## src/verilog/nicr_pkg.sv

```systemverilog
`default_nettype none
package nicr_pkg;
    // =====================================================================
    // register offsets (register index; byte address is four times it)
    localparam logic [3:0] OFF_CMD = 4'h0;
    localparam logic [3:0] OFF_ADDR_FIRST = 4'h1;
    localparam logic [3:0] OFF_ADDR_LAST = 4'h6;
    localparam logic [3:0] OFF_RX_PAGE = 4'h7;
    localparam logic [3:0] OFF_HASH_FIRST = 4'h8;
    localparam logic [3:0] OFF_RING_START = 4'h1;
    localparam logic [3:0] OFF_RING_STOP = 4'h2;
    localparam logic [3:0] OFF_TX_START = 4'h4;
    localparam logic [3:0] OFF_RXCFG = 4'hC;
    localparam logic [3:0] OFF_TXCFG = 4'hD;
    localparam logic [3:0] OFF_DATACFG = 4'hE;
    localparam logic [3:0] OFF_IRQMASK = 4'hF;
    localparam logic [3:0] OFF_EEPROM = 4'h1;
    localparam logic [3:0] OFF_BOOTPAGE = 4'h2;
    localparam logic [3:0] OFF_JUMPER = 4'h3;
    localparam logic [3:0] OFF_IRQIO = 4'h4;
    localparam logic [3:0] OFF_MEDIUM = 4'h5;
    localparam logic [3:0] OFF_POWER = 4'h6;
    localparam logic [3:0] OFF_CSN = 4'h8;
    localparam logic [3:0] OFF_HALT = 4'h9;
    localparam logic [3:0] OFF_IRQLVL = 4'hB;
    // =====================================================================
    // pages and command register fields
    localparam logic [1:0] PAGE_0 = 2'b00;
    localparam logic [1:0] PAGE_1 = 2'b01;
    localparam logic [1:0] PAGE_2 = 2'b10;
    localparam logic [1:0] PAGE_3 = 2'b11;
    localparam int CMD_PAGE_HI = 7;
    localparam int CMD_PAGE_LO = 6;
    localparam int CMD_RDMA_HI = 5;
    localparam int CMD_RDMA_LO = 3;
    localparam int CMD_TXTRIG = 2;
    localparam int CMD_START = 1;
    localparam int CMD_STOP = 0;
    localparam logic [7:0] CMD_RST = 8'h21;
    typedef enum logic [2:0] {
        NICR_RDMA_BAD = 3'b000,
        NICR_RDMA_READ = 3'b001,
        NICR_RDMA_WRITE = 3'b010,
        NICR_RDMA_SEND = 3'b011,
        NICR_RDMA_ABORT = 3'b100
    } nicr_rdma_e;
    // =====================================================================
    // eeprom control and configuration fields
    localparam int EE_MODE_HI = 7;
    localparam int EE_MODE_LO = 6;
    localparam int EE_CS = 3;
    localparam int EE_SK = 2;
    localparam int EE_DI = 1;
    localparam logic [7:0] EE_WMASK = 8'hCE;
    localparam int CF_IRQEN = 7;
    localparam int CF_PL_HI = 7;
    localparam int CF_PL_LO = 6;
    localparam int CF_BSELB = 5;
    localparam int CF_SLEEP = 2;
    localparam int CF_PWRDN = 1;
    localparam logic [7:0] TXCFG_ONES = 8'hE0;
    localparam logic [7:0] DATACFG_ONES = 8'h80;
    localparam logic [7:0] DATACFG_RST = 8'h04;
    localparam logic [7:0] RXCFG_MASK = 8'h3F;
    localparam logic [7:0] IRQMASK_MASK = 8'h7F;
    // =====================================================================
    // carriers
    typedef struct packed {
        logic jumper;
        logic bnc;
        logic [2:0] irq_sel;
        logic [3:0] io_base;
        logic [4:0] bootrom_size;
        logic pnp;
        logic full_duplex;
        logic [1:0] led_mode;
        logic active_n;
        logic eeprom_do;
        logic [7:0] card_select;
        logic [7:0] irq_lines;
    } nicr_pins_s;
    localparam int PIN_W = $bits(nicr_pins_s);
    typedef struct packed {
        logic eeprom_cs;
        logic eeprom_sk;
        logic eeprom_di;
        logic irq_enable;
        logic [1:0] medium_sel;
        logic bootrom_off;
        logic sleep;
        logic pwrdn;
        logic [7:0] boot_page;
        logic [7:0] clock_halt;
    } nicr_cfg_s;
    typedef struct packed {
        logic [47:0] station_addr;
        logic [63:0] hash_filter;
        logic [7:0] current_rx_page;
    } nicr_filt_s;
    typedef struct packed {
        logic [PIN_W-1:0] sy1;
        logic [PIN_W-1:0] sy2;
        logic [PIN_W-1:0] sy3;
        logic [PIN_W-1:0] pin_q;
        logic ack;
        logic [31:0] rdata;
        logic [7:0] cmd;
        logic dma_start;
        logic dma_abort;
        logic [5:0][7:0] mac_bytes;
        logic [7:0] rx_page;
        logic [7:0][7:0] hash;
        logic [7:0] ring_start;
        logic [7:0] ring_stop;
        logic [7:0] tx_start;
        logic [7:0] rxcfg;
        logic [7:0] txcfg;
        logic [7:0] datacfg;
        logic [7:0] irqmask;
        logic [7:0] ee;
        logic [7:0] rom_page;
        logic irqen;
        logic [1:0] pl;
        logic bselb;
        logic sleep;
        logic pwrdn;
        logic [7:0] hlt;
    } nicr_state_s;
endpackage : nicr_pkg
`default_nettype wire

```

## src/verilog/nicr_regs.sv

```systemverilog
// Overview of operation
// command bits 7:6 choose page: 00, 01, 10, 11 select pages 0-3
// sixteen byte registers per page, command register at offset 0 on all pages
// page 1: station address 1-6 low byte first, rx page 7, hash 8-F
// remote dma field 5:3: read, write, send, top bit set aborts
// page-3 config 4-6 writable only while both eeprom mode bits are 1
// start bit only stores, resets 0; stop resets 1 and blocks rx/tx
`timescale 1ns/1ps
`default_nettype none
module nicr_regs (
    input wire logic clk,
    input wire logic rst_n,
    input wire logic [3:0] address,
    input wire logic read,
    input wire logic write,
    input wire logic [3:0] byteenable,
    input wire logic [31:0] writedata,
    output logic [31:0] readdata,
    output logic waitrequest,
    input wire nicr_pkg::nicr_pins_s pins,
    input wire logic tx_done,
    output logic [1:0] page_sel,
    output nicr_pkg::nicr_rdma_e rdma_op,
    output logic rdma_start,
    output logic rdma_abort,
    output logic transmit_trigger,
    output logic start_flag,
    output logic stop_flag,
    output logic rx_enable,
    output logic tx_enable,
    output nicr_pkg::nicr_cfg_s cfg,
    output nicr_pkg::nicr_filt_s filt
);
    // =====================================================================
    // helpers
    function automatic nicr_pkg::nicr_rdma_e rdma_decode(input logic [2:0] f);
        if (f[2]) begin
            return nicr_pkg::NICR_RDMA_ABORT;
        end
        return nicr_pkg::nicr_rdma_e'(f);
    endfunction : rdma_decode

    nicr_pkg::nicr_state_s s_r;
    nicr_pkg::nicr_state_s s_nxt;
    nicr_pkg::nicr_pins_s pq;
    logic wr_take;
    logic rd_take;
    logic cfg_wen;
    logic [1:0] page;
    logic [7:0] wd;
    localparam int PIN_EQ_W = nicr_pkg::PIN_W;
    logic [PIN_EQ_W-1:0] eq;

    assign pq = nicr_pkg::nicr_pins_s'(s_r.pin_q);
    // page select bits
    assign page = {s_r.cmd[nicr_pkg::CMD_PAGE_HI], s_r.cmd[nicr_pkg::CMD_PAGE_LO]};
    assign wd = writedata[7:0];
    // one wait cycle: a request is accepted at the second edge it is seen
    assign waitrequest = (read | write) & ~s_r.ack;
    assign wr_take = write & s_r.ack & byteenable[0];
    assign rd_take = read & ~s_r.ack;
    // config write gate
    assign cfg_wen = s_r.ee[nicr_pkg::EE_MODE_HI] & s_r.ee[nicr_pkg::EE_MODE_LO];
    assign eq = ~(s_r.sy2 ^ s_r.sy3);

    // =====================================================================
    // next state
    always_comb begin
        logic [7:0] rd;
        rd = 8'h00;
        s_nxt = s_r;
        s_nxt.sy1 = pins;
        s_nxt.sy2 = s_r.sy1;
        s_nxt.sy3 = s_r.sy2;
        // a pin change counts once stages two and three agree
        s_nxt.pin_q = (s_r.sy3 & eq) | (s_r.pin_q & ~eq);
        s_nxt.ack = (read | write) & ~s_r.ack;
        s_nxt.dma_start = 1'b0;
        s_nxt.dma_abort = 1'b0;
        // hardware clear first, so a write in the same cycle wins
        if (tx_done) begin
            s_nxt.cmd[nicr_pkg::CMD_TXTRIG] = 1'b0;
        end
        if (wr_take) begin
            // command register on every page
            if (address == nicr_pkg::OFF_CMD) begin
                s_nxt.cmd[7:3] = wd[7:3];
                // start stores, stop gates
                s_nxt.cmd[nicr_pkg::CMD_START] = wd[nicr_pkg::CMD_START];
                s_nxt.cmd[nicr_pkg::CMD_STOP] = wd[nicr_pkg::CMD_STOP];
                // writing 0 to the trigger has no effect; stop blocks sending
                if (wd[nicr_pkg::CMD_TXTRIG] & ~wd[nicr_pkg::CMD_STOP]) begin
                    s_nxt.cmd[nicr_pkg::CMD_TXTRIG] = 1'b1;
                end
                // remote dma command decode
                if (wd[nicr_pkg::CMD_RDMA_HI]) begin
                    s_nxt.dma_abort = 1'b1;
                end else if (wd[nicr_pkg::CMD_RDMA_HI-1:nicr_pkg::CMD_RDMA_LO] != 2'b00) begin
                    s_nxt.dma_start = 1'b1;
                end
            end else begin
                case (page)
                    nicr_pkg::PAGE_0: begin
                        // write-only setup registers, read back on page 2
                        case (address)
                            nicr_pkg::OFF_RING_START: s_nxt.ring_start = wd;
                            nicr_pkg::OFF_RING_STOP: s_nxt.ring_stop = wd;
                            nicr_pkg::OFF_TX_START: s_nxt.tx_start = wd;
                            nicr_pkg::OFF_RXCFG: s_nxt.rxcfg = wd;
                            nicr_pkg::OFF_TXCFG: s_nxt.txcfg = wd;
                            nicr_pkg::OFF_DATACFG: s_nxt.datacfg = wd;
                            nicr_pkg::OFF_IRQMASK: s_nxt.irqmask = wd;
                            default: ;
                        endcase
                    end
                    nicr_pkg::PAGE_1: begin
                        // page 1 write map
                        for (int i = 0; i < 6; i++) begin
                            if (address == 4'(i + 1)) begin
                                s_nxt.mac_bytes[i] = wd;
                            end
                        end
                        if (address == nicr_pkg::OFF_RX_PAGE) begin
                            s_nxt.rx_page = wd;
                        end
                        if (address >= nicr_pkg::OFF_HASH_FIRST) begin
                            s_nxt.hash[address[2:0]] = wd;
                        end
                    end
                    nicr_pkg::PAGE_3: begin
                        case (address)
                            nicr_pkg::OFF_EEPROM: s_nxt.ee = wd & nicr_pkg::EE_WMASK;
                            nicr_pkg::OFF_BOOTPAGE: s_nxt.rom_page = wd;
                            nicr_pkg::OFF_HALT: s_nxt.hlt = wd;
                            // gated config fields
                            nicr_pkg::OFF_IRQIO: begin
                                if (cfg_wen) begin
                                    s_nxt.irqen = wd[nicr_pkg::CF_IRQEN];
                                end
                            end
                            nicr_pkg::OFF_MEDIUM: begin
                                if (cfg_wen) begin
                                    s_nxt.pl = wd[nicr_pkg::CF_PL_HI:nicr_pkg::CF_PL_LO];
                                    s_nxt.bselb = wd[nicr_pkg::CF_BSELB];
                                end
                            end
                            nicr_pkg::OFF_POWER: begin
                                if (cfg_wen) begin
                                    s_nxt.sleep = wd[nicr_pkg::CF_SLEEP];
                                    s_nxt.pwrdn = wd[nicr_pkg::CF_PWRDN];
                                end
                            end
                            default: ;
                        endcase
                    end
                    default: ;
                endcase
            end
        end
        // read mux; page-0 engine status is not part of this block, reads 0
        if (address == nicr_pkg::OFF_CMD) begin
            rd = s_r.cmd;
        end else begin
            case (page)
                nicr_pkg::PAGE_1: begin
                    // page 1 read map
                    if (address <= nicr_pkg::OFF_ADDR_LAST) begin
                        rd = s_r.mac_bytes[3'(address - nicr_pkg::OFF_ADDR_FIRST)];
                    end else if (address == nicr_pkg::OFF_RX_PAGE) begin
                        rd = s_r.rx_page;
                    end else begin
                        rd = s_r.hash[address[2:0]];
                    end
                end
                nicr_pkg::PAGE_2: begin
                    case (address)
                        nicr_pkg::OFF_RING_START: rd = s_r.ring_start;
                        nicr_pkg::OFF_RING_STOP: rd = s_r.ring_stop;
                        nicr_pkg::OFF_TX_START: rd = s_r.tx_start;
                        nicr_pkg::OFF_RXCFG: rd = s_r.rxcfg & nicr_pkg::RXCFG_MASK;
                        nicr_pkg::OFF_TXCFG: rd = s_r.txcfg | nicr_pkg::TXCFG_ONES;
                        nicr_pkg::OFF_DATACFG: rd = s_r.datacfg | nicr_pkg::DATACFG_ONES;
                        nicr_pkg::OFF_IRQMASK: rd = s_r.irqmask & nicr_pkg::IRQMASK_MASK;
                        default: rd = 8'h00;
                    endcase
                end
                nicr_pkg::PAGE_3: begin
                    case (address)
                        nicr_pkg::OFF_EEPROM: rd = s_r.ee | {7'h00, pq.eeprom_do};
                        nicr_pkg::OFF_BOOTPAGE: rd = s_r.rom_page;
                        nicr_pkg::OFF_JUMPER: rd = {4'h0, pq.jumper, pq.bnc, 2'b00};
                        nicr_pkg::OFF_IRQIO: rd = {s_r.irqen, pq.irq_sel, pq.io_base};
                        nicr_pkg::OFF_MEDIUM: rd = {s_r.pl, s_r.bselb, pq.bootrom_size};
                        nicr_pkg::OFF_POWER: begin
                            rd = {pq.pnp, pq.full_duplex, pq.led_mode, 1'b0,
                                  s_r.sleep, s_r.pwrdn, pq.active_n};
                        end
                        nicr_pkg::OFF_CSN: rd = pq.card_select;
                        nicr_pkg::OFF_IRQLVL: rd = pq.irq_lines;
                        default: rd = 8'h00;
                    endcase
                end
                default: rd = 8'h00;
            endcase
        end
        if (rd_take) begin
            s_nxt.rdata = {24'h00_0000, rd};
        end
    end

    // =====================================================================
    // state register
    always_ff @(posedge clk or negedge rst_n) begin
        if (!rst_n) begin
            s_r <= '0;
            // stop set, start clear at reset
            s_r.cmd <= nicr_pkg::CMD_RST;
            s_r.datacfg <= nicr_pkg::DATACFG_RST;
        end else begin
            s_r <= s_nxt;
        end
    end

    // =====================================================================
    // outputs
    assign readdata = s_r.rdata;
    assign page_sel = page;
    assign rdma_op = rdma_decode(s_r.cmd[nicr_pkg::CMD_RDMA_HI:nicr_pkg::CMD_RDMA_LO]);
    assign rdma_start = s_r.dma_start;
    assign rdma_abort = s_r.dma_abort;
    assign transmit_trigger = s_r.cmd[nicr_pkg::CMD_TXTRIG];
    assign start_flag = s_r.cmd[nicr_pkg::CMD_START];
    assign stop_flag = s_r.cmd[nicr_pkg::CMD_STOP];
    // stop blocks traffic
    assign rx_enable = ~s_r.cmd[nicr_pkg::CMD_STOP];
    assign tx_enable = ~s_r.cmd[nicr_pkg::CMD_STOP];
    // one driver per output struct, filled field by field
    always_comb begin
        cfg = '0;
        cfg.eeprom_cs = s_r.ee[nicr_pkg::EE_CS];
        cfg.eeprom_sk = s_r.ee[nicr_pkg::EE_SK];
        cfg.eeprom_di = s_r.ee[nicr_pkg::EE_DI];
        cfg.irq_enable = s_r.irqen;
        cfg.medium_sel = s_r.pl;
        cfg.bootrom_off = s_r.bselb;
        cfg.sleep = s_r.sleep;
        cfg.pwrdn = s_r.pwrdn;
        cfg.boot_page = s_r.rom_page;
        cfg.clock_halt = s_r.hlt;
    end

    always_comb begin
        filt = '0;
        filt.station_addr = s_r.mac_bytes;
        filt.hash_filter = s_r.hash;
        filt.current_rx_page = s_r.rx_page;
    end
endmodule : nicr_regs
`default_nettype wire

```

## config.mk

```make
export PLATFORM = sky130hd
export DESIGN_NAME = nicr_regs
export DESIGN_NICKNAME = d
export VERILOG_FILES = /design/src/verilog/nicr_pkg.sv /design/src/verilog/nicr_regs.sv
export SDC_FILE = /design/constraint.sdc
export NUM_CORES = 1
export LEC_CHECK = 0
export BUFFER_PORTS_ARGS = -buffer_cell sky130_fd_sc_hd__clkbuf_2
export CORE_MARGIN = 4
export CORE_UTILIZATION = 50
export CTS_BUF_LIST = sky130_fd_sc_hd__clkbuf_16
export DETAILED_ROUTE_END_ITERATION = 6
export PLACE_DENSITY = 0.83
export SLEW_MARGIN = 20
export SYNTH_ARGS = -nofsm -noshare
export SYNTH_HDL_FRONTEND = slang
export SYNTH_SLANG_ARGS = --single-unit
export TNS_END_PERCENT = 100
```

## constraint.sdc

```tcl
create_clock -name clk -period 3.7 [get_ports clk]
set_input_delay 0.74 -clock clk [delete_from_list [all_inputs] [get_ports clk]]
set_output_delay 0.74 -clock clk [all_outputs]
set_load 0.02 [all_outputs]
```

==> results_tabular.tex, run 1 <==
\begin{tabular}{lr}
\hline
Metric & Value \\
\hline
\multicolumn{2}{l}{\textbf{Logic synthesis}} \\
\quad Summed instance area of the synthesized netlist & 0.0159 mm\^{}2 \\
\quad Flip-flop and latch count after synthesis & 359 \\
\quad Average instance area after synthesis & 13.4 um\^{}2 \\
\quad Number of enable flip-flop cells after synthesis & 0 \\
\quad Netlist cell types & 69 \\
\quad Sequential area share after synthesis & 56.6\% \\
\quad Yosys warnings & 0 \\
\quad Share of async-settable or async-resettable flops after synthesis & 100\% \\
\quad Most used flip-flop cell after synthesis & sky130\_fd\_sc\_hd\_\_dfrtp\_1 \\
\quad Number of cells produced by synthesis & 1,184 \\
\multicolumn{2}{l}{\textbf{Timing}} \\
\quad Total setup violations reported at the end of the flow & 0 \\
\quad Max Slew Vio Count & 0 \\
\quad Setup TNS & 0 ps \\
\quad Timing-limited maximum frequency & 332 MHz \\
\quad Final hold vios & 0 \\
\quad Worst setup skew after layout & 24.3 ps \\
\quad Final period demand of the worst path & 3010 ps \\
\quad RSZ-0062 raised after global routing & no \\
\quad Worst max-slew margin expressed relative to the limit & 45.6\% \\
\quad Worst-case setup margin in the final layout & 688 ps \\
\quad Actual slew at the worst max-slew pin & 816 ps \\
\quad Tcrit/Tclk final & 81.4\% \\
\multicolumn{2}{l}{\textbf{Placed design}} \\
\quad Worst slack, placed & 198 ps \\
\quad Gp weighted congestion & 0.902 \\
\quad HPWL after detailed placement & 26.9 mm \\
\quad Count of buffers from port buffering & 219 \\
\quad Total cell area at the placement stage & 0.0163 mm\^{}2 \\
\multicolumn{2}{l}{\textbf{Die}} \\
\quad Area inside the core boundary & 0.0315 mm\^{}2 \\
\quad Number of primary I/O pins & 271 \\
\quad Initial core utilization & 50.5\% \\
\quad Die outline area & 0.0347 mm\^{}2 \\
\quad Std-Cell Rows & 65 \\
\quad Die width & 186 um \\
\quad Die height & 186 um \\
\multicolumn{2}{l}{\textbf{Clock tree}} \\
\quad Reg clk slew, reported paths & 60 ps \\
\quad Buffer count from post-CTS setup fixing & 0 \\
\quad Resized cells post-CTS & 0 \\
\quad Number of clock sinks seen by CTS & 359 \\
\quad Number of hold-repair buffers added at the cts stage & 0 \\
\quad Number of buffers on the longest clock path & 3 \\
\quad \# H-tree levels & 2 \\
\quad Clock buffer count from CTS & 37 \\
\quad Clk Tree Root Cell & sky130\_fd\_sc\_hd\_\_clkbuf\_16 \\
\quad Worst-skew pair later-pin latency & 530 ps \\
\quad TritonCTS clock tree & done \\
\multicolumn{2}{l}{\textbf{Worst setup path}} \\
\quad Required @ worst endpoint & 4090 ps \\
\quad Critical Path End Type & flop \\
\quad R2R Setup Slk & 1020 ps \\
\quad Kind of start point of the critical path & primary input \\
\quad Depth of the worst register-to-register path & 5 \\
\quad Critical path start-end classification & in -> reg \\
\quad Critical Path Slowest Stage Cell & sky130\_fd\_sc\_hd\_\_nor2\_2 \\
\quad CP most frequent cell & sky130\_fd\_sc\_hd\_\_nor2\_2 \\
\quad Critical path cell sequence & clkbuf\_2 > clkinv\_1 > ha\_1 > or3b\_1 > nand2b\_4 > nor2\_2 > nand3\_1 > nor2\_2 > mux2\_2 \\
\quad Worst-path fanout max & 9 \\
\quad Arrival time at the worst endpoint & 3410 ps \\
\quad Startpoint of the worst-slack reg-to-reg timing path & page\_sel[0]\$\_DFFE\_PN0P\_ \\
\quad CP max stage delay & 490 ps \\
\multicolumn{2}{l}{\textbf{Detailed routing}} \\
\quad Detail-routed via count per cell & 5.83 \\
\quad Post-DRT Antenna Nets & 0 \\
\quad DRC violations left & 0 \\
\quad Initial DRC Count & 768 \\
\quad Router iterations before antenna repair & 6 \\
\quad WL per Instance & 23.1 um \\
\quad Vias & 9,839 \\
\quad Drt total wl & 38.9 mm \\
\multicolumn{2}{l}{\textbf{GRT}} \\
\quad Vias in the first global route & 9,968 \\
\quad Global-route wire length before repair & 58.5 mm \\
\quad Antenna violations before repair & 1 \\
\quad Total gr overflow & 0 \\
\quad Aggregate global-route resource usage & 21.9\% \\
\quad Largest net degree at the start of global routing & 100 \\
\multicolumn{2}{l}{\textbf{Outcome}} \\
\quad Status & finished, final reports clean \\
\multicolumn{2}{l}{\textbf{Cells and area}} \\
\quad Layout net count & 1,344 \\
\quad Post-layout util & 55.3\% \\
\quad Area of all placed cells without fillers & 0.0174 mm\^{}2 \\
\quad Number of diodes added for antenna fixing & 0 \\
\quad Share of layout cells above drive strength 1 & 43.5\% \\
\quad Synthesis-to-layout area growth & 9.60\% \\
\multicolumn{2}{l}{\textbf{Power}} \\
\quad Overall power & 8.56 mW \\
\quad Power density over the cells & 492 mW/mm\^{}2 \\
\quad Fraction of power consumed by the clock network & 41.2\% \\
\quad Switching power share of the total & 24.8\% \\
\quad Power share of the combinational group & 8.7\% \\
\quad IR drop worst, VDD & 0.283 mV \\
\quad Internal power component & 6.44 mW \\
\quad Lkg Pwr & 8.48 nW \\
\quad Reported net switching power & 2.12 mW \\
\quad Register share of total power & 50.1\% \\
\multicolumn{2}{l}{\textbf{Min path}} \\
\quad Type of the worst min-delay path & in -> async \\
\multicolumn{2}{l}{\textbf{Run}} \\
\quad Max Cap Violations & 0 \\
\hline
\end{tabular}
-- cell usage after synthesis, drive strengths merged, types with 2 or more instances --
| cell | instances | share of area (%) |
|---|---|---|
| and2 | 3 | 0.12 |
| nor2b | 11 | 0.43 |
| o221ai | 2 | 0.11 |
| mux2i | 9 | 0.57 |
| a211oi | 2 | 0.094 |
| a222oi | 2 | 0.13 |
| inv | 12 | 0.28 |
| nor2 | 27 | 0.70 |
| a2111oi | 2 | 0.15 |
| nor3 | 4 | 0.22 |
| a41oi | 2 | 0.11 |
| o31ai | 3 | 0.14 |
| o32ai | 2 | 0.11 |
| a22oi | 12 | 0.57 |
| a32o | 3 | 0.19 |
| nand3 | 25 | 0.88 |
| a32oi | 11 | 0.61 |
| buf | 205 | 9.4 |
| a31oi | 6 | 0.24 |
| o21ai | 13 | 0.41 |
| a221oi | 12 | 0.66 |
| nor4 | 2 | 0.17 |
| a21oi | 29 | 0.91 |
| clkbuf | 41 | 0.97 |
| and3 | 13 | 0.57 |
| o22ai | 10 | 0.39 |
| o41ai | 2 | 0.11 |
| a211o | 2 | 0.11 |
| maj3 | 36 | 2.3 |
| mux4 | 23 | 3.3 |
| ha | 5 | 0.39 |
| a22o | 12 | 0.66 |
| nand2b | 14 | 0.60 |
| or3 | 5 | 0.20 |
| o221a | 2 | 0.14 |
| nor3b | 4 | 0.19 |
| dfstp | 3 | 0.50 |
| mux2 | 205 | 15 |
| nand2 | 36 | 0.85 |
| dfrtp | 356 | 56 |
-- power groups by stage --
stage / Clock [mW] / Sequential, mW / Combinational [mW]
final: 3.53 / 4.29 / 0.742
after global routing: 3.77 / 4.31 / 0.804
after CTS: 3.59 / 4.29 / 0.743
after detailed placement: 0 / 4.35 / 0.737
after global placement: 0 / 4.34 / 0.718
after floorplan: 0 / 4.30 / 0.513
-- metal layers --
metal	vias up	routed length, um	GRT usage [%]
li1	4175	-	-
met1	5018	15200	29.0
met2	534	18600	35.3
met3	110	3380	4.82
met4	2	1720	9.06
met5	-	7	0
-- per-stage QoR --
step	std cells	hold slack, ps
4_1_cts	1687	281
3_5_place_dp	1621	335
2_1_floorplan	1207	331
3_3_place_gp	1621	333
5_1_grt	1687	293
6_report	1687	271
-- worst max-delay path, delay by kind of cell --
| kind | cells | cell delay, ps |
|---|---|---|
| adders and majority gates | 1 | 320 |
| buffers and inverters | 2 | 390 |
| muxes | 1 | 400 |
| and+or+nand+nor | 5 | 1550 |
-- area by class of cell --
type                       count  area [um^2]
multi-input combinational    589         5290
tap                          402          503
timing repair buffer         258         1440
sequential                   359         8990
clock buffer                  38          951
inverter                      13         48.8
clock inverter                28          201
fill                        2495        14100
-- worst max path at each step --
stage / from / end / slack, ps / depth (start not counted)
floorplan: address[1] / flop / 600 / 10
global route: address[1] / readdata[1]$_DFFE_PN0P_ / 600 / 10
finish: address[1] / flop / 690 / 9
global placement: address[1] / flop / 330 / 9
detailed placement: address[1] / flop / 200 / 9
CTS: address[1] / flop / 740 / 9
-- cells in the final DEF, fill, tap and decap left out, drive strengths merged, types with 13 or more instances in the layout --
cell type / n
dfrtp: 356
clkbuf: 256
mux2: 205
buf: 40
nand2: 36
maj3: 36
a21oi: 29
nor2: 27
nand3: 25
conb: 24
mux4: 23
clkinv: 20
inv: 18
nand2b: 14
o21ai: 13
and3: 13
-- kinds of logic after synthesis --
kind of cell	synth area share, %
flops	56.6
buf+inv	10.7
mux	18.5
simple gates	5.20
compound gates	6.32
fa+ha+maj	2.66
other cells	0.0236
(Power assumes the default switching activity.)
==> run 2: changes to the inputs <==
==> constraint.sdc (replaced) <==
create_clock -name clk -period 3.1 [get_ports clk]
set_input_delay 0.62 -clock clk [delete_from_list [all_inputs] [get_ports clk]]
set_output_delay 0.62 -clock clk [all_outputs]
set_load 0.02 [all_outputs]
==> results_tabular.tex, run 2 (synthesis gave the netlist of run 1 again) <==
\begin{tabular}{lr}
\hline
Metric & Value \\
\hline
\multicolumn{2}{l}{\textbf{Power}} \\
\quad Fraction of power consumed by the clock network & 40.8\% (was 41.2\%) \\
\quad Power share of the combinational group & 8.9\% (was 8.7\%) \\
\quad Internal power component & 7.65 mW (was 6.44 mW) \\
\quad IR drop worst, VDD & 0.339 mV (was 0.283 mV) \\
\quad Lkg Pwr & 8.53 nW (was 8.48 nW) \\
\quad Reported net switching power & 2.53 mW (was 2.12 mW) \\
\quad Register share of total power & 50.3\% (was 50.1\%) \\
\quad Power density over the cells & 582 mW/mm\^{}2 (was 492 mW/mm\^{}2) \\
\quad Switching power share of the total & 24.8\% (about the same) \\
\multicolumn{2}{l}{\textbf{Die}} \\
\quad Area inside the core boundary & 0.0315 mm\^{}2 (unchanged) \\
\quad Die width & 186 um (unchanged) \\
\quad Std-Cell Rows & 65 (unchanged) \\
\quad Number of primary I/O pins & 271 (unchanged) \\
\quad Die height & 186 um (unchanged) \\
\quad Initial core utilization & 50.5\% (unchanged) \\
\quad Die outline area & 0.0347 mm\^{}2 (unchanged) \\
\multicolumn{2}{l}{\textbf{Timing}} \\
\quad Actual slew at the worst max-slew pin & 797 ps (was 816 ps) \\
\quad Max Slew Vio Count & 0 (unchanged) \\
\quad Final period demand of the worst path & 2690 ps \\
\quad Final hold vios & 0 (unchanged) \\
\quad Hold Slack & 34.8 ps (was 271 ps) \\
\quad Timing-limited maximum frequency & 372 MHz \\
\quad Worst max-slew margin expressed relative to the limit & 46.8\% (was 45.6\%) \\
\quad Total setup violations reported at the end of the flow & 0 (unchanged) \\
\quad Tcrit/Tclk final & 86.8\% \\
\quad Worst-case setup margin in the final layout & 410 ps (was 688 ps) \\
\quad Worst setup skew after layout & 20.8 ps (was 24.3 ps) \\
\quad Setup TNS & 0 ps (unchanged) \\
\quad RSZ-0062 raised after global routing & no (unchanged) \\
\multicolumn{2}{l}{\textbf{GRT}} \\
\quad Largest net degree at the start of global routing & 92 (was 100) \\
\quad Global-route wire length before repair & 59.3 mm (was 58.5 mm) \\
\quad Aggregate global-route resource usage & 22.0\% (was 21.9\%) \\
\quad Antenna violations before repair & 0 (was 1) \\
\quad Total gr overflow & 0 (unchanged) \\
\quad Vias in the first global route & 9,956 (was 9,968) \\
\multicolumn{2}{l}{\textbf{Detailed routing}} \\
\quad Vias & 9,900 (was 9,839) \\
\quad Initial DRC Count & 892 (was 768) \\
\quad DRC violations left & 0 (unchanged) \\
\quad Met2 wire length & 19.3 mm (was 18.6 mm) \\
\quad Drt total wl & 39.0 mm (was 38.9 mm) \\
\quad Post-DRT Antenna Nets & 0 (unchanged) \\
\quad Router iterations before antenna repair & 6 (unchanged) \\
\quad Detail-routed via count per cell & 5.84 (was 5.83) \\
\quad DR top layer & met4 (was met5) \\
\quad WL per Instance & 23.0 um (was 23.1 um) \\
\quad Length of routed wiring on met1 & 15.2 mm (about the same) \\
\quad Met3 wire length & 3.28 mm (was 3.38 mm) \\
\multicolumn{2}{l}{\textbf{Worst setup path}} \\
\quad Critical Path End Type & flop (unchanged) \\
\quad Arrival time at the worst endpoint & 3100 ps (was 3410 ps) \\
\quad Startpoint of the worst-slack reg-to-reg timing path & page\_sel[1]\$\_DFFE\_PN0P\_ (was page\_sel[0]\$\_DFFE\_PN0P\_) \\
\quad Critical path start-end classification & reg -> reg (was in -> reg) \\
\quad Worst-path fanout max & 13 (was 9) \\
\quad R2R Setup Slk & 410 ps (was 1020 ps) \\
\quad Kind of start point of the critical path & flop (was primary input) \\
\quad Required @ worst endpoint & 3510 ps (was 4090 ps) \\
\quad Depth of the worst register-to-register path & 5 (unchanged) \\
\multicolumn{2}{l}{\textbf{Cells and area}} \\
\quad Share of layout cells above drive strength 1 & 43.8\% (was 43.5\%) \\
\quad Number of diodes added for antenna fixing & 0 (unchanged) \\
\quad Layout net count & 1,352 (was 1,344) \\
\quad Synthesis-to-layout area growth & 10.0\% (was 9.60\%) \\
\quad Most common library cell in the layout ignoring fill and taps & sky130\_fd\_sc\_hd\_\_dfrtp\_1 (unchanged) \\
\quad Most frequent cells in the layout & sky130\_fd\_sc\_hd\_\_dfrtp\_1 (356), sky130\_fd\_sc\_hd\_\_clkbuf\_2 (218), sky130\_fd\_sc\_hd\_\_mux2\_2 (197), sky130\_fd\_sc\_hd\_\_buf\_4 (42), sky130\_fd\_sc\_hd\_\_clkbuf\_16 (37) (was sky130\_fd\_sc\_hd\_\_dfrtp\_1 (356), sky130\_fd\_sc\_hd\_\_clkbuf\_2 (218), sky130\_fd\_sc\_hd\_\_mux2\_2 (197), sky130\_fd\_sc\_hd\_\_clkbuf\_16 (38)) \\
\multicolumn{2}{l}{\textbf{Clock tree}} \\
\quad Number of hold-repair buffers added at the cts stage & 0 (unchanged) \\
\quad Worst-skew pair later-pin latency & 520 ps (was 530 ps) \\
\quad \# H-tree levels & 2 (unchanged) \\
\quad Reg clk slew, reported paths & 60 ps (about the same) \\
\quad Number of clock sinks seen by CTS & 359 (unchanged) \\
\quad Clock buffer count from CTS & 37 (unchanged) \\
\quad Number of buffers on the longest clock path & 3 (unchanged) \\
\quad Clk Tree Root Cell & sky130\_fd\_sc\_hd\_\_clkbuf\_16 (unchanged) \\
\quad Resized cells post-CTS & 0 (unchanged) \\
\quad Buffer count from post-CTS setup fixing & 0 (unchanged) \\
\quad TritonCTS clock tree & done (unchanged) \\
\multicolumn{2}{l}{\textbf{Placed design}} \\
\quad HPWL after detailed placement & 27.0 mm (was 26.9 mm) \\
\quad Count of buffers from port buffering & 219 (unchanged) \\
\quad Gp weighted congestion & 0.943 (was 0.902) \\
\quad Worst slack, placed & -18.7 ps (was 198 ps) \\
\multicolumn{2}{l}{\textbf{Min path}} \\
\quad Type of the worst min-delay path & in -> async (unchanged) \\
\multicolumn{2}{l}{\textbf{Run}} \\
\quad Max Cap Violations & 0 (unchanged) \\
\multicolumn{2}{l}{\textbf{Outcome}} \\
\quad Status & finished, final reports clean (unchanged) \\
\hline
\end{tabular}
-- run 2: cell count changes in the layout (fill, tap and decap cells not counted), sizes merged --
cell | before | now
clkbuf | 256 | 255
inv | 18 | 24
buf | 40 | 48
clkinv | 20 | 16
-- run 2: worst max-delay path by stage --
| stage | start | end | slack [ps] | cells after the start |
|---|---|---|---|---|
| 3_3_place_gp | address[0] | flop | 90 | 9 |
| 4_1_cts | page_sel[1]$_DFFE_PN0P_ | flop | 460 | 5 |
| 5_1_grt | page_sel[1]$_DFFE_PN0P_ | flop | 300 | 5 |
| 6_report | page_sel[1]$_DFFE_PN0P_ | flop | 410 | 5 |
| 2_1_floorplan | address[1] | flop | 120 | 10 |
| 3_5_place_dp | address[0] | flop | -20 | 9 |
-- run 2: through the flow --
stage	total power [mW]	util, %	area (um^2)	cells
detailed placement	6.09	52.0	16400	1629
finish	10.2	55.6	17500	1696
floorplan	5.75	-	16000	1207
global placement	6.05	52.0	16400	1629
CTS	10.3	55.6	17500	1696
global route	10.6	55.6	17500	1696
-- run 2: area by class of cell --
cell class,count,area [um^2]
Tap cell,402,503
Multi-Input combinational cell,589,5290
Clock buffer,37,926
Inverter,13,48.8
Clock inverter,30,206
Timing Repair Buffer,266,1520
Sequential cell,359,8990
Fill cell,2520,14000
-- run 2: metal layers --
| layer | GRT usage (%) | vias to the layer above |
|---|---|---|
| met5 | 0 | - |
| met4 | 7.52 | 0 |
| met3 | 4.24 | 90 |
| met2 | 36.2 | 519 |
| met1 | 29.6 | 5102 |
| li1 | - | 4189 |
-- run 2: power groups by stage --
stage | sequential (mW) | clock [mW] | combinational [mW]
2_1_floorplan | 5.14 | 0 | 0.612
3_3_place_gp | 5.18 | 0 | 0.873
3_5_place_dp | 5.20 | 0 | 0.897
4_1_cts | 5.11 | 4.25 | 0.903
5_1_grt | 5.14 | 4.44 | 0.979
6_report | 5.12 | 4.15 | 0.905
-- run 2: worst max-delay path: stages, from the launching register on --
cell and delay, ps:
sky130_fd_sc_hd__dfrtp_1 530, sky130_fd_sc_hd__nand2b_1 460, sky130_fd_sc_hd__nor2_2 330, sky130_fd_sc_hd__nand3_1 310, sky130_fd_sc_hd__nor2_2 530, sky130_fd_sc_hd__mux2_2 400
==> run 3: changes to the inputs <==
--- a/config.mk
+++ b/config.mk
@@ -9,7 +9,9 @@
 export CORE_MARGIN = 4
 export CORE_UTILIZATION = 50
 export CTS_BUF_LIST = sky130_fd_sc_hd__clkbuf_16
+export CTS_CLUSTER_SIZE = 16
 export DETAILED_ROUTE_END_ITERATION = 6
+export MAX_ROUTING_LAYER = met4
 export PLACE_DENSITY = 0.83
 export SLEW_MARGIN = 20
 export SYNTH_ARGS = -nofsm -noshare
==> results_tabular.tex, run 3 (synthesis gave the netlist of run 1 again) <==
\begin{tabular}{lr}
\hline
Metric & Value \\
\hline
\multicolumn{2}{l}{\textbf{Outcome}} \\
\quad Status & finished, final reports clean (unchanged) \\
\multicolumn{2}{l}{\textbf{Clock tree}} \\
\quad Buffer count from post-CTS setup fixing & 0 (unchanged) \\
\quad Worst-skew pair later-pin latency & 530 ps (was 520 ps) \\
\quad Number of buffers on the longest clock path & 3 (unchanged) \\
\quad Number of hold-repair buffers added at the cts stage & 0 (unchanged) \\
\quad Clock buffer count from CTS & 37 (unchanged) \\
\quad Clk Tree Root Cell & sky130\_fd\_sc\_hd\_\_clkbuf\_16 (unchanged) \\
\quad \# H-tree levels & 2 (unchanged) \\
\quad Number of clock sinks seen by CTS & 359 (unchanged) \\
\quad TritonCTS clock tree & done (unchanged) \\
\quad Reg clk slew, reported paths & 60 ps (about the same) \\
\quad Resized cells post-CTS & 0 (unchanged) \\
\multicolumn{2}{l}{\textbf{Cells and area}} \\
\quad Post-route non-filler standard cell count & 1,692 (was 1,696) \\
\quad Number of diodes added for antenna fixing & 0 (unchanged) \\
\quad \# fillers & 2,467 (was 2,520) \\
\quad Area used by multi-input combinational logic & 0.00529 mm\^{}2 (unchanged) \\
\quad Share of layout cells above drive strength 1 & 43.7\% (was 43.8\%) \\
\quad Layout net count & 1,348 (was 1,352) \\
\quad Most frequent cells in the layout & sky130\_fd\_sc\_hd\_\_dfrtp\_1 (356), sky130\_fd\_sc\_hd\_\_clkbuf\_2 (218), sky130\_fd\_sc\_hd\_\_mux2\_2 (197), sky130\_fd\_sc\_hd\_\_clkbuf\_16 (38), sky130\_fd\_sc\_hd\_\_buf\_4 (38) (was sky130\_fd\_sc\_hd\_\_dfrtp\_1 (356), sky130\_fd\_sc\_hd\_\_clkbuf\_2 (218), sky130\_fd\_sc\_hd\_\_mux2\_2 (197), sky130\_fd\_sc\_hd\_\_buf\_4 (42), sky130\_fd\_sc\_hd\_\_clkbuf\_16 (37)) \\
\quad Total area of sequential cells & 0.00899 mm\^{}2 (unchanged) \\
\quad Synthesis-to-layout area growth & 10.2\% (was 10.0\%) \\
\quad Most common library cell in the layout ignoring fill and taps & sky130\_fd\_sc\_hd\_\_dfrtp\_1 (unchanged) \\
\multicolumn{2}{l}{\textbf{Detailed routing}} \\
\quad WL per Instance & 23.1 um (was 23.0 um) \\
\quad DRC violations left & 0 (unchanged) \\
\quad Vias & 9,913 (was 9,900) \\
\quad Detail-routed via count per cell & 5.86 (was 5.84) \\
\quad Initial DRC Count & 900 (was 892) \\
\quad Router iterations before antenna repair & 5 (was 6) \\
\quad Drt total wl & 39.1 mm (was 39.0 mm) \\
\quad Post-DRT Antenna Nets & 0 (unchanged) \\
\multicolumn{2}{l}{\textbf{Worst setup path}} \\
\quad Arrival time at the worst endpoint & 3020 ps (was 3100 ps) \\
\quad CP max stage delay & 510 ps (was 530 ps) \\
\quad Critical path cell sequence & nand2b\_1 > nor2\_2 > nand3\_1 > nor2\_2 > mux2\_2 (unchanged) \\
\quad Critical Path Slowest Stage Cell & sky130\_fd\_sc\_hd\_\_dfrtp\_1 (unchanged) \\
\quad Worst-path fanout max & 13 (unchanged) \\
\quad Kind of start point of the critical path & flop (unchanged) \\
\quad Critical Path End Type & flop (unchanged) \\
\quad Required @ worst endpoint & 3490 ps (was 3510 ps) \\
\quad CP most frequent cell & sky130\_fd\_sc\_hd\_\_nor2\_2 (unchanged) \\
\quad Number of buffers and inverters on the critical path & 0 (unchanged) \\
\quad Critical path start-end classification & reg -> reg (unchanged) \\
\quad Largest delay share family, worst path & simple AND/OR/NAND/NOR gates (unchanged) \\
\multicolumn{2}{l}{\textbf{Timing}} \\
\quad Actual slew at the worst max-slew pin & 789 ps (was 797 ps) \\
\quad Total setup violations reported at the end of the flow & 0 (unchanged) \\
\quad Worst max-slew margin expressed relative to the limit & 47.4\% (was 46.8\%) \\
\quad Final period demand of the worst path & 2630 ps (was 2690 ps) \\
\quad RSZ-0062 raised after global routing & no (unchanged) \\
\quad Final hold vios & 0 (unchanged) \\
\quad Timing-limited maximum frequency & 380 MHz (was 372 MHz) \\
\quad Max Slew Vio Count & 0 (unchanged) \\
\quad Hold Slack & 79.0 ps (was 34.8 ps) \\
\quad Worst setup skew after layout & 29.1 ps (was 20.8 ps) \\
\quad Tcrit/Tclk final & 85.0\% (was 86.8\%) \\
\quad Setup TNS & 0 ps (unchanged) \\
\quad Worst-case setup margin in the final layout & 465 ps (was 410 ps) \\
\multicolumn{2}{l}{\textbf{Die}} \\
\quad Initial core utilization & 50.5\% (unchanged) \\
\quad Std-Cell Rows & 65 (unchanged) \\
\quad Die width & 186 um (unchanged) \\
\quad Die outline area & 0.0347 mm\^{}2 (unchanged) \\
\quad Number of primary I/O pins & 271 (unchanged) \\
\quad Area inside the core boundary & 0.0315 mm\^{}2 (unchanged) \\
\quad Die height & 186 um (unchanged) \\
\multicolumn{2}{l}{\textbf{GRT}} \\
\quad Total gr overflow & 0 (unchanged) \\
\quad Largest net degree at the start of global routing & 87 (was 92) \\
\quad Vias in the first global route & 9,983 (was 9,956) \\
\quad Global-route wire length before repair & 59.1 mm (was 59.3 mm) \\
\quad Aggregate global-route resource usage & 22.7\% (was 22.0\%) \\
\quad Antenna violations before repair & 0 (unchanged) \\
\multicolumn{2}{l}{\textbf{Placed design}} \\
\quad Number of placed cells counting well taps & 1,625 (was 1,629) \\
\quad HPWL after detailed placement & 26.7 mm (was 27.0 mm) \\
\quad Worst slack, placed & 79.2 ps (was -18.7 ps) \\
\quad Count of buffers from port buffering & 219 (unchanged) \\
\quad Gp weighted congestion & 0.966 (was 0.943) \\
\multicolumn{2}{l}{\textbf{Power}} \\
\quad Lkg Pwr & 8.52 nW (was 8.53 nW) \\
\quad IR drop worst, VDD & 0.354 mV (was 0.339 mV) \\
\quad Power density over the cells & 591 mW/mm\^{}2 (was 582 mW/mm\^{}2) \\
\quad Overall power & 10.4 mW (was 10.2 mW) \\
\multicolumn{2}{l}{\textbf{Min path}} \\
\quad Type of the worst min-delay path & in -> async (unchanged) \\
\multicolumn{2}{l}{\textbf{Run}} \\
\quad Max Cap Violations & 0 (unchanged) \\
\hline
\end{tabular}
-- run 3: cell count changes in the layout (fill, tap and decap cells not counted) --
cell	delta
sky130_fd_sc_hd__buf_4	-4
sky130_fd_sc_hd__bufinv_16	+1
sky130_fd_sc_hd__clkbuf_16	+1
sky130_fd_sc_hd__clkinv_1	+1
sky130_fd_sc_hd__clkinv_2	-4
sky130_fd_sc_hd__clkinv_8	+1
sky130_fd_sc_hd__clkinvlp_4	+2
sky130_fd_sc_hd__inv_1	-2
-- run 3: power breakdown --
| group | internal [mW] | switching [mW] | leakage [nW] | total (mW) |
|---|---|---|---|---|
| sequential | 4.95 | 0.165 | 4.64 | 5.12 |
| clock | 2.50 | 1.83 | 0.605 | 4.34 |
| combinational | 0.337 | 0.563 | 3.28 | 0.900 |
| total | 7.79 | 2.56 | 8.52 | 10.4 |
-- run 3: layer usage --
| layer | track usage, % | part of all wire [%] | up-vias |
|---|---|---|---|
| li1 | - | - | 4183 |
| met3 | 3.89 | 7.8 | 113 |
| met5 | - | 0 | - |
| met2 | 36.3 | 49 | 534 |
| met4 | 8.92 | 4.1 | 0 |
| met1 | 29.1 | 39 | 5083 |
-- run 3: final cells by class --
cell class	instances	share of cell area (%)
Clock buffer	38	5.43
Clock inverter	29	1.39
Inverter	13	0.279
Multi-Input combinational cell	589	30.2
Sequential cell	359	51.3
Tap cell	402	2.87
Timing Repair Buffer	262	8.51
-- run 3: per-stage QoR --
stage,area (um^2),util [%]
2_1_floorplan,16000,-
5_1_grt,17500,55.7
3_3_place_gp,16300,51.9
6_report,17500,55.7
3_5_place_dp,16300,51.9
4_1_cts,17500,55.7
-- run 3: path summary, 6_finish.rpt --
check                      slack [ps]                    start                         end  cells past startpoint
setup / recovery                  470  page_sel[1]$_DFFE_PN0P_                        flop                      5
hold / removal                     80                    rst_n        s_nxt[334]$_DFF_PN0_                      1
setup reg to reg                  470  page_sel[1]$_DFFE_PN0P_                        flop                      5
hold reg to reg                   340     s_nxt[345]$_DFF_PN0_        s_nxt[309]$_DFF_PN0_                      0
max in group asynchronous        2060                    rst_n  asynchronous set/reset pin                      2
min in group clk                  190                 pins[33]        s_nxt[354]$_DFF_PN0_                      1
-- run 3: worst register-to-register path, delay by kind of cell, from the launching register on --
kind | cells | cell delay (ps)
DFF | 1 | 510
and+or+nand+nor | 4 | 1590
muxes | 1 | 400
